[src/tmcc_pkg.sv]
`default_nettype none
package tmcc_pkg;
    localparam int NCH = 2;
    localparam int AW  = 5;
    localparam int DW  = 32;

    // Avalon byte addresses, one word per register
    localparam logic [AW-1:0] OFS_SC0 = 5'h00;
    localparam logic [AW-1:0] OFS_SC1 = 5'h04;
    localparam logic [AW-1:0] OFS_V0H = 5'h08;
    localparam logic [AW-1:0] OFS_V0L = 5'h0c;
    localparam logic [AW-1:0] OFS_V1H = 5'h10;
    localparam logic [AW-1:0] OFS_V1L = 5'h14;

    // Status/control byte layout
    localparam int BIT_FLAG = 7;
    localparam int BIT_IE   = 6;
    localparam int BIT_BUF  = 5;
    localparam int BIT_MSA  = 4;
    localparam int BIT_ELSB = 3;
    localparam int BIT_ELSA = 2;
    localparam int BIT_TOV  = 1;
    localparam int BIT_MAX  = 0;

    localparam logic [7:0]  SC_RST    = 8'h00;
    localparam logic [7:0]  SC_WMASK  = 8'h7f;
    localparam logic [7:0]  SC1_WMASK = 8'h5f;
    localparam logic [15:0] VAL_RST   = 16'h0000;

    // Edge/level codes: capture edge or compare action
    localparam logic [1:0] ELS_OFF  = 2'h0;
    localparam logic [1:0] ELS_RISE = 2'h1;
    localparam logic [1:0] ELS_FALL = 2'h2;
    localparam logic [1:0] ELS_ANY  = 2'h3;
    localparam logic [1:0] ACT_TOG  = 2'h1;
    localparam logic [1:0] ACT_CLR  = 2'h2;
    localparam logic [1:0] ACT_SET  = 2'h3;
endpackage
`default_nettype wire

[src/tmcc_edge.sv]
`timescale 1ns/1ps
`default_nettype none
module tmcc_edge (
    input  wire logic       mclk,
    input  wire logic       reset_n,
    input  wire logic       pin_in,
    input  wire logic [1:0] sel,
    output logic            edge_hit
);
    import tmcc_pkg::*;

    typedef struct packed {
        logic prev;
    } tmcc_edge_t;

    tmcc_edge_t s_reg;
    tmcc_edge_t s_next;
    logic       rise;
    logic       fall;

    assign rise = pin_in & ~s_reg.prev;
    assign fall = ~pin_in & s_reg.prev;

    always_comb begin
        s_next      = s_reg;
        s_next.prev = pin_in;
    end

    always_ff @(posedge mclk or negedge reset_n) begin
        if (!reset_n) begin
            s_reg <= '0;
        end else begin
            s_reg <= s_next;
        end
    end

    // Edge choice for capture
    assign edge_hit = ((sel == ELS_RISE) & rise)
                    | ((sel == ELS_FALL) & fall)
                    | ((sel == ELS_ANY) & (rise | fall));

    a_rise_only: assert property (@(posedge mclk) disable iff (!reset_n)
        (edge_hit && sel == ELS_RISE) |-> (pin_in && !$past(pin_in)))
        else $error("capture on wrong edge");
endmodule
`default_nettype wire

[src/tmcc_pwm.sv]
`timescale 1ns/1ps
`default_nettype none
module tmcc_pwm (
    input  wire logic       mclk,
    input  wire logic       reset_n,
    input  wire logic       enabled,
    input  wire logic       preset_low,
    input  wire logic [1:0] action,
    input  wire logic       tov,
    input  wire logic       max_duty,
    input  wire logic       overflow,
    input  wire logic       match,
    output logic            level
);
    import tmcc_pkg::*;

    typedef struct packed {
        logic level;
        logic max_eff;
    } tmcc_pwm_t;

    tmcc_pwm_t s_reg;
    tmcc_pwm_t s_next;
    logic      max_on;

    // Full duty only counts from a period boundary
    assign max_on = s_reg.max_eff & tov & (action == ACT_CLR);

    always_comb begin
        s_next = s_reg;
        if (overflow) begin
            s_next.max_eff = max_duty;
        end
        if (!enabled) begin
            // Disconnected: hold the preset until the pin is handed over
            s_next.level = ~preset_low;
        end else if (overflow && tov) begin
            s_next.level = max_on ? 1'b1 : ~s_reg.level;
        end else if (match && !max_on) begin
            unique case (action)
                ACT_TOG: s_next.level = ~s_reg.level;
                ACT_CLR: s_next.level = 1'b0;
                ACT_SET: s_next.level = 1'b1;
                ELS_OFF: s_next.level = s_reg.level;
            endcase
        end
    end

    always_ff @(posedge mclk or negedge reset_n) begin
        if (!reset_n) begin
            s_reg <= '{level: 1'b1, max_eff: 1'b0};
        end else begin
            s_reg <= s_next;
        end
    end

    assign level = s_reg.level;

    a_overflow_wins: assert property (@(posedge mclk) disable iff (!reset_n)
        (enabled && overflow && tov && !max_on) |=> (level != $past(level)))
        else $error("overflow toggle lost");
    a_preset_level: assert property (@(posedge mclk) disable iff (!reset_n)
        !enabled |=> (level == !$past(preset_low)))
        else $error("preset level wrong");
    a_full_duty: assert property (@(posedge mclk) disable iff (!reset_n)
        (enabled && max_on && overflow) ##1 (enabled && max_on) |-> level)
        else $error("full duty not high");
    a_duty_latency: assert property (@(posedge mclk) disable iff (!reset_n)
        !overflow |=> $stable(s_reg.max_eff))
        else $error("max duty changed mid period");
endmodule
`default_nettype wire

[src/tmcc_top.sv]
// Our own choices: the register offsets and register access over Avalon-MM.
`timescale 1ns/1ps
`default_nettype none
// Summary of operation
// - Buffered-mode bit lives only in channel 0; reset clears it.
// - Buffered mode disables channel 1 register and frees its pin.
// - Edge bits nonzero: mode bit A picks capture (0) or compare (1).
// - Edge bits zero: pin left to port; bit A presets level, 1 low.
// - Disconnected channel drives its preset level until enabled.
// - Capture edge: 01 rising, 10 falling, 11 both.
// - Compare action: 00 none, 01 toggle, 10 clear, 11 set.
// - Active edge stores counter into value; compare uses written value.
// - Reading high value byte in capture blocks captures until low read.
// - Writing high byte in compare blocks compares and flag until low written.
// - Toggle-on-overflow toggles compare pin on every overflow except under max-duty with clear action.
// - Overflow toggle beats a simultaneous compare action.
// - Max-duty with toggle and clear action holds output high.
// - Max-duty changes act only from the next period.
// - Value registers have no meaningful reset contents.
// - Flag sets on compare match or on active capture edge.
// - Overflow event marks the period for toggles and PWM.
module tmcc_top (
    input  wire logic                  mclk,
    input  wire logic                  reset_n,
    input  wire logic [tmcc_pkg::AW-1:0] address,
    input  wire logic                  read,
    input  wire logic                  write,
    input  wire logic [tmcc_pkg::DW-1:0] writedata,
    output logic [tmcc_pkg::DW-1:0]    readdata,
    output logic                       waitrequest,
    input  wire logic [15:0]           counter_value,
    input  wire logic                  counter_overflow,
    input  wire logic                  counter_halt,
    input  wire logic [tmcc_pkg::NCH-1:0] channel_pin,
    output logic [tmcc_pkg::NCH-1:0]   channel_output_pin,
    output logic [tmcc_pkg::NCH-1:0]   channel_output_oe,
    output logic [tmcc_pkg::NCH-1:0]   channel_event_flag
);
    import tmcc_pkg::*;

    typedef struct packed {
        logic [NCH-1:0][7:0]  sc;
        logic [NCH-1:0][15:0] val;
        logic [NCH-1:0]       armed;
        logic [NCH-1:0]       cap_blk;
        logic [NCH-1:0]       cmp_blk;
        logic                 buf_sel;
        logic                 ack;
        logic [7:0]           rdata;
    } tmcc_state_t;

    tmcc_state_t s_reg;
    tmcc_state_t s_next;

    logic           buf_on;
    logic           wr;
    logic           rd;
    logic [7:0]     wd;
    logic [NCH-1:0] active;
    logic [NCH-1:0] capture;
    logic [NCH-1:0] compare;
    logic [NCH-1:0] oc_mode;
    logic [NCH-1:0] edge_hit;
    logic [NCH-1:0] cap_hit;
    logic [NCH-1:0] match;
    logic [NCH-1:0] set_ev;
    logic [NCH-1:0] wr_sc;
    logic [NCH-1:0] wr_hi;
    logic [NCH-1:0] wr_lo;
    logic [NCH-1:0] rd_sc;
    logic [NCH-1:0] rd_hi;
    logic [NCH-1:0] rd_lo;

    assign buf_on = s_reg.sc[0][BIT_BUF];
    // One wait state: the request is taken on the second edge
    assign waitrequest = (read | write) & ~s_reg.ack;
    assign wr = write & s_reg.ack;
    assign rd = read & s_reg.ack;
    assign wd = writedata[7:0];

    genvar i;
    generate
        for (i = 0; i < NCH; i++) begin : g_ch
            localparam logic [AW-1:0] A_SC = (i == 0) ? OFS_SC0 : OFS_SC1;
            localparam logic [AW-1:0] A_HI = (i == 0) ? OFS_V0H : OFS_V1H;
            localparam logic [AW-1:0] A_LO = (i == 0) ? OFS_V0L : OFS_V1L;
            logic        own_buf;
            logic        ch_en;
            logic [1:0]  els;
            logic        msa;
            logic [15:0] cmp_val;
            logic        blk;

            assign own_buf = (i == 0) ? buf_on : 1'b0;
            assign ch_en   = (i == 0) ? 1'b1 : ~buf_on;
            assign els     = s_reg.sc[i][BIT_ELSB:BIT_ELSA];
            assign msa     = s_reg.sc[i][BIT_MSA];

            assign active[i]  = ch_en & (els != ELS_OFF);
            assign capture[i] = active[i] & ~msa & ~own_buf;
            assign compare[i] = active[i] & (msa | own_buf);
            assign oc_mode[i] = msa | buf_on;

            // Channel 0 drives from whichever buffer is live this period
            assign cmp_val = own_buf ? (s_reg.buf_sel ? s_reg.val[1] : s_reg.val[0])
                                     : s_reg.val[i];
            assign blk = own_buf ? (|s_reg.cmp_blk) : s_reg.cmp_blk[i];

            assign match[i] = compare[i] & ~blk & (counter_value == cmp_val);
            // A stopped counter also inhibits captures
            assign cap_hit[i] = capture[i] & edge_hit[i] & ~s_reg.cap_blk[i]
                              & ~counter_halt;
            assign set_ev[i] = match[i] | cap_hit[i];

            assign wr_sc[i] = wr & (address == A_SC) & ch_en;
            assign wr_hi[i] = wr & (address == A_HI);
            assign wr_lo[i] = wr & (address == A_LO);
            assign rd_sc[i] = rd & (address == A_SC) & ch_en;
            assign rd_hi[i] = rd & (address == A_HI);
            assign rd_lo[i] = rd & (address == A_LO);

            tmcc_edge u_edge (
                .mclk     (mclk),
                .reset_n  (reset_n),
                .pin_in   (channel_pin[i]),
                .sel      (els),
                .edge_hit (edge_hit[i])
            );

            tmcc_pwm u_pwm (
                .mclk       (mclk),
                .reset_n    (reset_n),
                .enabled    (compare[i]),
                .preset_low (msa),
                .action     (els),
                .tov        (s_reg.sc[i][BIT_TOV]),
                .max_duty   (s_reg.sc[i][BIT_MAX]),
                .overflow   (counter_overflow),
                .match      (match[i]),
                .level      (channel_output_pin[i])
            );

            // Pin stays with the port unless a compare mode owns it
            assign channel_output_oe[i]  = compare[i];
            // Gated so a stale channel 1 flag never shows in the cycle buffering starts
            assign channel_event_flag[i] = s_reg.sc[i][BIT_FLAG] & ch_en;
        end
    endgenerate

    always_comb begin
        logic [7:0] nb;
        nb = 8'h00;
        s_next = s_reg;
        s_next.ack = (read | write) & ~s_reg.ack;

        unique case (address)
            OFS_SC0: s_next.rdata = s_reg.sc[0];
            OFS_SC1: s_next.rdata = buf_on ? 8'h00 : s_reg.sc[1];
            OFS_V0H: s_next.rdata = s_reg.val[0][15:8];
            OFS_V0L: s_next.rdata = s_reg.val[0][7:0];
            OFS_V1H: s_next.rdata = s_reg.val[1][15:8];
            OFS_V1L: s_next.rdata = s_reg.val[1][7:0];
            default: s_next.rdata = 8'h00;
        endcase

        // Buffer swap only at a period boundary
        if (!buf_on) begin
            s_next.buf_sel = 1'b0;
        end else if (counter_overflow) begin
            s_next.buf_sel = ~s_reg.buf_sel;
        end

        for (int k = 0; k < NCH; k++) begin
            if (rd_sc[k] && s_reg.sc[k][BIT_FLAG]) begin
                s_next.armed[k] = 1'b1;
            end
            if (wr_sc[k]) begin
                nb = wd & ((k == 0) ? SC_WMASK : SC1_WMASK);
                // Flag clears only by read-then-write-zero
                nb[BIT_FLAG] = s_reg.sc[k][BIT_FLAG]
                             & ~(s_reg.armed[k] & ~wd[BIT_FLAG]);
                s_next.sc[k] = nb;
                s_next.armed[k] = 1'b0;
            end
            if (rd_hi[k] && !oc_mode[k]) begin
                s_next.cap_blk[k] = 1'b1;
            end
            if (rd_lo[k]) begin
                s_next.cap_blk[k] = 1'b0;
            end
            if (wr_hi[k]) begin
                s_next.val[k][15:8] = wd;
                s_next.cmp_blk[k] = oc_mode[k];
            end
            if (wr_lo[k]) begin
                s_next.val[k][7:0] = wd;
                s_next.cmp_blk[k] = 1'b0;
            end
            if (cap_hit[k]) begin
                s_next.val[k] = counter_value;
            end
            // A new event beats a clear in the same cycle
            if (set_ev[k]) begin
                s_next.sc[k][BIT_FLAG] = 1'b1;
                s_next.armed[k] = 1'b0;
            end
        end
        if (buf_on) begin
            s_next.sc[1] = SC_RST;
            s_next.cap_blk[1] = 1'b0;
        end
    end

    // Value words reset to a harmless zero; nothing depends on it
    always_ff @(posedge mclk or negedge reset_n) begin
        if (!reset_n) begin
            s_reg.sc      <= {NCH{SC_RST}};
            s_reg.val     <= {NCH{VAL_RST}};
            s_reg.armed   <= '0;
            s_reg.cap_blk <= '0;
            s_reg.cmp_blk <= '0;
            s_reg.buf_sel <= 1'b0;
            s_reg.ack     <= 1'b0;
            s_reg.rdata   <= 8'h00;
        end else begin
            s_reg <= s_next;
        end
    end

    assign readdata = {24'h000000, s_reg.rdata};

    a_flag_on_match: assert property (@(posedge mclk) disable iff (!reset_n)
        match[0] |=> channel_event_flag[0])
        else $error("compare match did not set flag");
    a_capture_store: assert property (@(posedge mclk) disable iff (!reset_n)
        cap_hit[0] |=> (s_reg.val[0] == $past(counter_value)))
        else $error("capture value not stored");
    a_capture_block: assert property (@(posedge mclk) disable iff (!reset_n)
        (rd_hi[0] && capture[0]) ##1 (capture[0] && !rd_lo[0])[*2] |-> !cap_hit[0])
        else $error("capture not blocked after high read");
    a_compare_block: assert property (@(posedge mclk) disable iff (!reset_n)
        (wr_hi[0] && oc_mode[0]) |=> (!match[0] && s_reg.cmp_blk[0]))
        else $error("compare not blocked after high write");
    a_ch1_gated: assert property (@(posedge mclk) disable iff (!reset_n)
        buf_on |-> (!channel_output_oe[1] && !channel_event_flag[1]))
        else $error("channel 1 active in buffered mode");
    a_buf_swap: assert property (@(posedge mclk) disable iff (!reset_n)
        (buf_on && !wr_sc[0]) |=> (s_reg.buf_sel == ($past(s_reg.buf_sel) ^ $past(counter_overflow))))
        else $error("buffer swap off the overflow");
    a_bus_answer: assert property (@(posedge mclk) disable iff (!reset_n)
        ((read || write) && waitrequest) ##1 (read || write) |-> !waitrequest)
        else $error("bus answer late");
    a_flag_sticky: assert property (@(posedge mclk) disable iff (!reset_n)
        (channel_event_flag[0] && !wr_sc[0]) |=> channel_event_flag[0])
        else $error("flag dropped without clear");

    c_capture: cover property (@(posedge mclk) disable iff (!reset_n) cap_hit[0]);
    c_match: cover property (@(posedge mclk) disable iff (!reset_n) match[1]);
    c_buffered: cover property (@(posedge mclk) disable iff (!reset_n)
        buf_on && counter_overflow && match[0]);
endmodule
`default_nettype wire

[config.mk]
export PLATFORM = sky130hd
export DESIGN_NAME = tmcc_top
export DESIGN_NICKNAME = d
export VERILOG_FILES = /design/src/tmcc_pkg.sv /design/src/tmcc_edge.sv /design/src/tmcc_pwm.sv /design/src/tmcc_top.sv
export SDC_FILE = /design/constraint.sdc
export NUM_CORES = 1
export LEC_CHECK = 0
export BUFFER_PORTS_ARGS = -buffer_cell sky130_fd_sc_hd__buf_2
export CORE_ASPECT_RATIO = 1.2
export CORE_MARGIN = 1.5
export CORE_UTILIZATION = 55
export DETAILED_ROUTE_END_ITERATION = 8
export PLACE_DENSITY = 0.81
export RECOVER_POWER = 100
export SYNTH_ARGS = -nofsm -noshare
export SYNTH_HDL_FRONTEND = slang
export SYNTH_SLANG_ARGS = --single-unit
[constraint.sdc]
create_clock -name mclk -period 2.85 [get_ports mclk]
set_input_delay 0.1425 -clock mclk [delete_from_list [all_inputs] [get_ports mclk]]
set_output_delay 0.1425 -clock mclk [all_outputs]
set_load 0.01 [all_outputs]
* Word-level counts from Yosys, hierarchy flattened
Index checks and enable logic that the tools add are counted.
Storage, ports and cells: register bits after elaboration 70, output and inout bits 39
Cells by class: equal/unequal tests 18, muxes and demuxes 43, bitwise operators 82, reduce and logical (&&, ||, !) cells 33
Operators by type and width (number):
- 16-bit 2-to-1 mux | 4
- 8-bit 2-to-1 mux | 8
- 1-bit bitwise AND | 52
- 8-bit case mux with 6 select lines | 1
- 16-bit equality test | 2
- 1-bit 2-to-1 mux | 28
- 2-bit nonzero test | 11
- 1-bit inverter | 19
- 3-bit inequality test (second input constant) | 4
- 3-bit nonzero test | 4
- 1-bit bitwise OR | 11
- 5-bit by 4-bit equality test with 1-bit output (second input constant) | 2
- 5-bit equality test (second input constant) | 2
- 2-bit equality test (second input constant) | 4
- 1-bit logical AND | 8
- 1-bit case mux with 3 select lines | 2
- 5-bit by 3-bit equality test with 1-bit output (second input constant) | 1
- 5-bit logical NOT | 1
- 2-bit by 1-bit equality test with 1-bit output (second input constant) | 2
- 1-bit logical NOT | 4
- 2-bit logical NOT | 2
- 2-bit AND reduction | 2
- 2-bit inequality test (second input constant) | 1
- 2-bit OR reduction | 1

* Longest topological paths before layout
depth after elaboration 11, gate-level depth with buffers 9

* By module
Synthesis repeated with hierarchy kept, for this count alone.
Unflattened totals: cells, all modules 426, area total of the unflattened synthesis 4212.8 µm²
By module, submodules not included:
- tmcc_top | instances 1, cells an instance 380, area each 3792.4 µm², sequential area each 1576.5 µm²
- tmcc_pwm | instances 2, cells an instance 13, area each 126.4 µm², sequential area each 51.3 µm²
- tmcc_edge | instances 2, cells an instance 10, area each 83.8 µm², sequential area each 25.0 µm²

* Worst setup path before layout
Ideal clock, no wire load.
path type register to register, from register s_reg (netlist bit buf_on), to register g_ch[0].u_pwm.s_reg (netlist bit g_ch[0].u_pwm.level), library setup time 0.085 ns, data arrival time 2.039 ns, required time 2.765 ns, slack 0.726 ns, cell stages (with the launch flop) 8, clock period less this slack 2.124 ns, path through dfrtp_1 -> buf_4 -> nand2_2 -> o221ai_1 -> a211o_1 -> a2111o_1 -> o31ai_2 -> mux2_1
Between the ends: longest elaborated chain between the ends 7, elaborated cells on any way between the ends 13, those cells by class eq/ne: 3; mux: 3; bitwise: 5; reduce/logical: 2
Ends and longest elaborated chain:
- start, declared | RTL line tmcc_top.sv:52 | tmcc_state_t s_reg;
- start signal, assigned | RTL line tmcc_top.sv:226 | s_reg <= s_next;
- parallel branches: the longest is 7 deep, another holds 16-bit 2-to-1 mux
- end signal, assigned | RTL line tmcc_pwm.sv:51 | s_reg <= '{level: 1'b1, max_eff: 1'b0};
- end signal, assigned | RTL line tmcc_pwm.sv:53 | s_reg <= s_next;
- end, declared | RTL line tmcc_pwm.sv:22 | tmcc_pwm_t s_reg;
Several ways; the timed one is not identified. A chain may end at the register's enable or synchronous reset.

* Worst setup path in the final report
from register s_reg (netlist bit g_ch[1].cmp_val[11]), to register g_ch[1].u_pwm.s_reg (netlist bit g_ch[1].u_pwm.level)
Between the ends: longest elaborated chain between the ends 5
Ends and longest elaborated chain:
- 16-bit equality test | RTL line tmcc_top.sv:109 | assign match[i] = compare[i] & ~blk & (counter_value == cmp_val);
- 1-bit bitwise AND | RTL line tmcc_top.sv:109
- 1-bit logical AND | RTL line tmcc_pwm.sv:39 | end else if (match && !max_on) begin
- 3-bit inequality test (no source line)
- 2-bit AND reduction (no source line)
- end signal, assigned | RTL line tmcc_pwm.sv:51
- end signal, assigned | RTL line tmcc_pwm.sv:53
- end, declared | RTL line tmcc_pwm.sv:22
No other way between the ends.

==> out/metrics.cfg <==
[run_status]
outcome = completed

[detailed_routing]
route.met2.wl_microns = 5340
drtAntennaViolNets = 0
wl_microns = 11000
vias = 3571
post-route-drc-count = 0
via_per_inst = 5.94
top_layer_used = met4
met3_length_microns = 868
drt_iter0_markers = 392
drtPass1Iterations = 9
wl_met1_microns = 4380
post_drt_wl_per_cell_microns = 18.3

[layout]
layout_common_cells = 67 x dfrtp_1, 61 x nand2_1, 45 x mux2i_1
final_common_cell = dfrtp_1
drive_gt1_frac = 0.126
stdcell_area_sq_mm = 0.00468
final_nets = 569
fillCellCount = 633
largest_reg_flops = 30
final_cells = 601
insertedDiodeCount = 0
syn_to_final_growth_pct = 9.47

[synth]
synth_area_per_cell_sq_um = 9.28
synth_ff_type = dfrtp_1
ys_warn_count = 0
syn_area_sq_mm = 0.00428
syn-instance-count = 461
synth_edf_count = 0
ys_types = 58
seq_area_frac_synth = 0.404
async_reset_ff_frac = 1.00
ys_ff_latch = 69

[clock_tree]
cts.sinks = 69
clk_path_buf_depth = 2
path_clk_slew_ns = 0.08
cts_tree = done
cts-resized-gates = 0
cts_buffers = 9
root_buffer = clkbuf_8
h-tree-depth = 3
clock_latency_ns = 0.36

[sta]
min_period_ns = 2.47
totalNegativeSetupSlack_ns = 0
max_freq_mhz = 404
fin_skew_ns = 0.00772
maxSlewViolCount = 0
finalSetupViolCount = 0
hold_viol = 0
period_share = 0.868
rsz0062_at_grt = no
worstMarginPinSlew_ns = 1.16
hold_ws_ns = 0.0352
maxSlewHeadroom = 0.224

[pwr]
sw_frac_of_total = 0.328
p_per_area_mw_per_mm2 = 729
power.leakage_nw = 2.21
seq_power_share = 0.450
switching_power_w = 0.00112
comb_power_share = 0.229
ir_drop_mv = 0.352
cellInternalPower_w = 0.00229
p_clk_frac = 0.321

[worst_hold_path]
min_path_type = in2reg

[floorplanning]
die_area_sq_mm = 0.00832
row_count = 35
initial_core_util = 0.562
fp.dieH_microns = 99.6
core-area_sq_mm = 0.00762
io_pins = 100
die_x_microns = 83.5

[place]
place_inst = 582
globalplace.congestion = 0.990
io_buffers = 51
place_area_sq_mm = 0.00445
dp_hpwl_microns = 7830

[global_routing]
grt-ovfl-total = 0
grt_use_total = 0.276
grt_max_degree = 35
grt_pass1_wl_microns = 18000
grt_pass1_vias = 3575
antenna_found_initial = 0

[critical_path]
worstPathMaxFanout = 5
critPathKind = reg2reg
required_ns = 3.14
end_kind = register
cp-start-kind = register
critPathArrivalTime_ns = 2.76

[flow_run]
cap_viol_max_count = 0

[final timing paths]
kind | from | to | slack [ns] | depth (start not counted)
worst max-delay path | g_ch[1].cmp_val[11] | g_ch[1].u_pwm.level | 0.38 | 6
worst min-delay path | read | s_reg[13] | 0.04 | 2
worst max register to register | g_ch[1].cmp_val[11] | g_ch[1].u_pwm.level | 0.38 | 6
worst min register to register | s_reg[62] | readdata[6] | 0.52 | 2
max in group asynchronous | reset_n | s_reg[18] | 0.79 | 3
min in group asynchronous | reset_n | s_reg[30] | 0.47 | 2
[Yosys cell counts (2+ instances only)]
| cell type | n | area share |
|---|---|---|
| dfrtp_1 | 67 | 0.39 |
| nand2_1 | 61 | 0.054 |
| mux2i_1 | 45 | 0.11 |
| buf_4 | 39 | 0.068 |
| nor2_1 | 29 | 0.025 |
| o21ai_0 | 27 | 0.032 |
| xnor2_1 | 23 | 0.047 |
| a21oi_1 | 22 | 0.026 |
| clkbuf_1 | 15 | 0.013 |
| inv_1 | 15 | 0.013 |
| o21ai_1 | 13 | 0.015 |
| nand3_1 | 10 | 0.012 |
| mux2_1 | 9 | 0.024 |
| nor3_1 | 8 | 0.0094 |
| nand2b_1 | 7 | 0.010 |
| a222oi_1 | 6 | 0.014 |
| ha_1 | 4 | 0.012 |
| nand4_1 | 4 | 0.0058 |
| o2111ai_1 | 4 | 0.0082 |
| a211o_1 | 3 | 0.0061 |
| and2_1 | 3 | 0.0044 |
| nand3b_1 | 3 | 0.0053 |
| o211ai_1 | 3 | 0.0053 |
| a22oi_1 | 2 | 0.0035 |
| buf_2 | 2 | 0.0023 |
| dfstp_2 | 2 | 0.012 |
| o211a_1 | 2 | 0.0047 |
| o22ai_1 | 2 | 0.0029 |
| or4_1 | 2 | 0.0035 |
[cells by family after synthesis]
family / synth area share
mux: 0.132
xor+xnor: 0.0491
buf+inv: 0.106
other cells: 0.000876
compound gates: 0.147
simple gates: 0.149
fa+ha+maj: 0.0117
flops: 0.404
[metrics by stage]
step	util	setup slack [ns]	total power (W)
2_1_floorplan	-	0.726	0.00208
3_3_place_gp	0.584	0.593	0.00228
3_5_place_dp	0.584	0.557	0.00233
4_1_cts	0.624	0.531	0.00342
5_1_grt	0.615	0.279	0.00357
6_report	0.615	0.376	0.00342
[routing by layer]
layer  GRT usage  up-vias
met1       0.343     1682
met2       0.457      211
met4       0.146        0
met5           0        -
met3      0.0539       37
li1            -     1641
[repair_timing]
action                                  CTS  global route
endpoints found under the hold margin    18             0
hold buffers                              3             0
endpoints found under the setup margin    0             0
setup buffers                             0             0
[final cells by class]
class                      count  area [sq um]  area share
clock buffer                  10           138      0.0294
tap                           92           115      0.0246
timing repair buffer          67           340      0.0726
clock inverter                 6           134      0.0286
multi-input combinational    341          2170       0.463
inverter                      16          60.1      0.0128
sequential                    69          1730       0.369
[worst max-delay path: stages (launching register included)]
cell and delay (ns):
dfrtp_1 0.45, xnor2_1 0.27, o2111ai_1 0.13, or4_1 0.52, nor4_1 0.53, a21oi_1 0.17, mux2_1 0.34
[power groups by stage]
stage | registers [W] | logic [W] | clock network, W
after global routing | 0.00157 | 0.000876 | 0.00113
after global placement | 0.00152 | 0.000762 | 0
after floorplan | 0.00144 | 0.000642 | 0
after CTS | 0.00152 | 0.000804 | 0.00109
final | 0.00154 | 0.000782 | 0.00110
after detailed placement | 0.00154 | 0.000790 | 0
(Power assumes the default switching activity.)
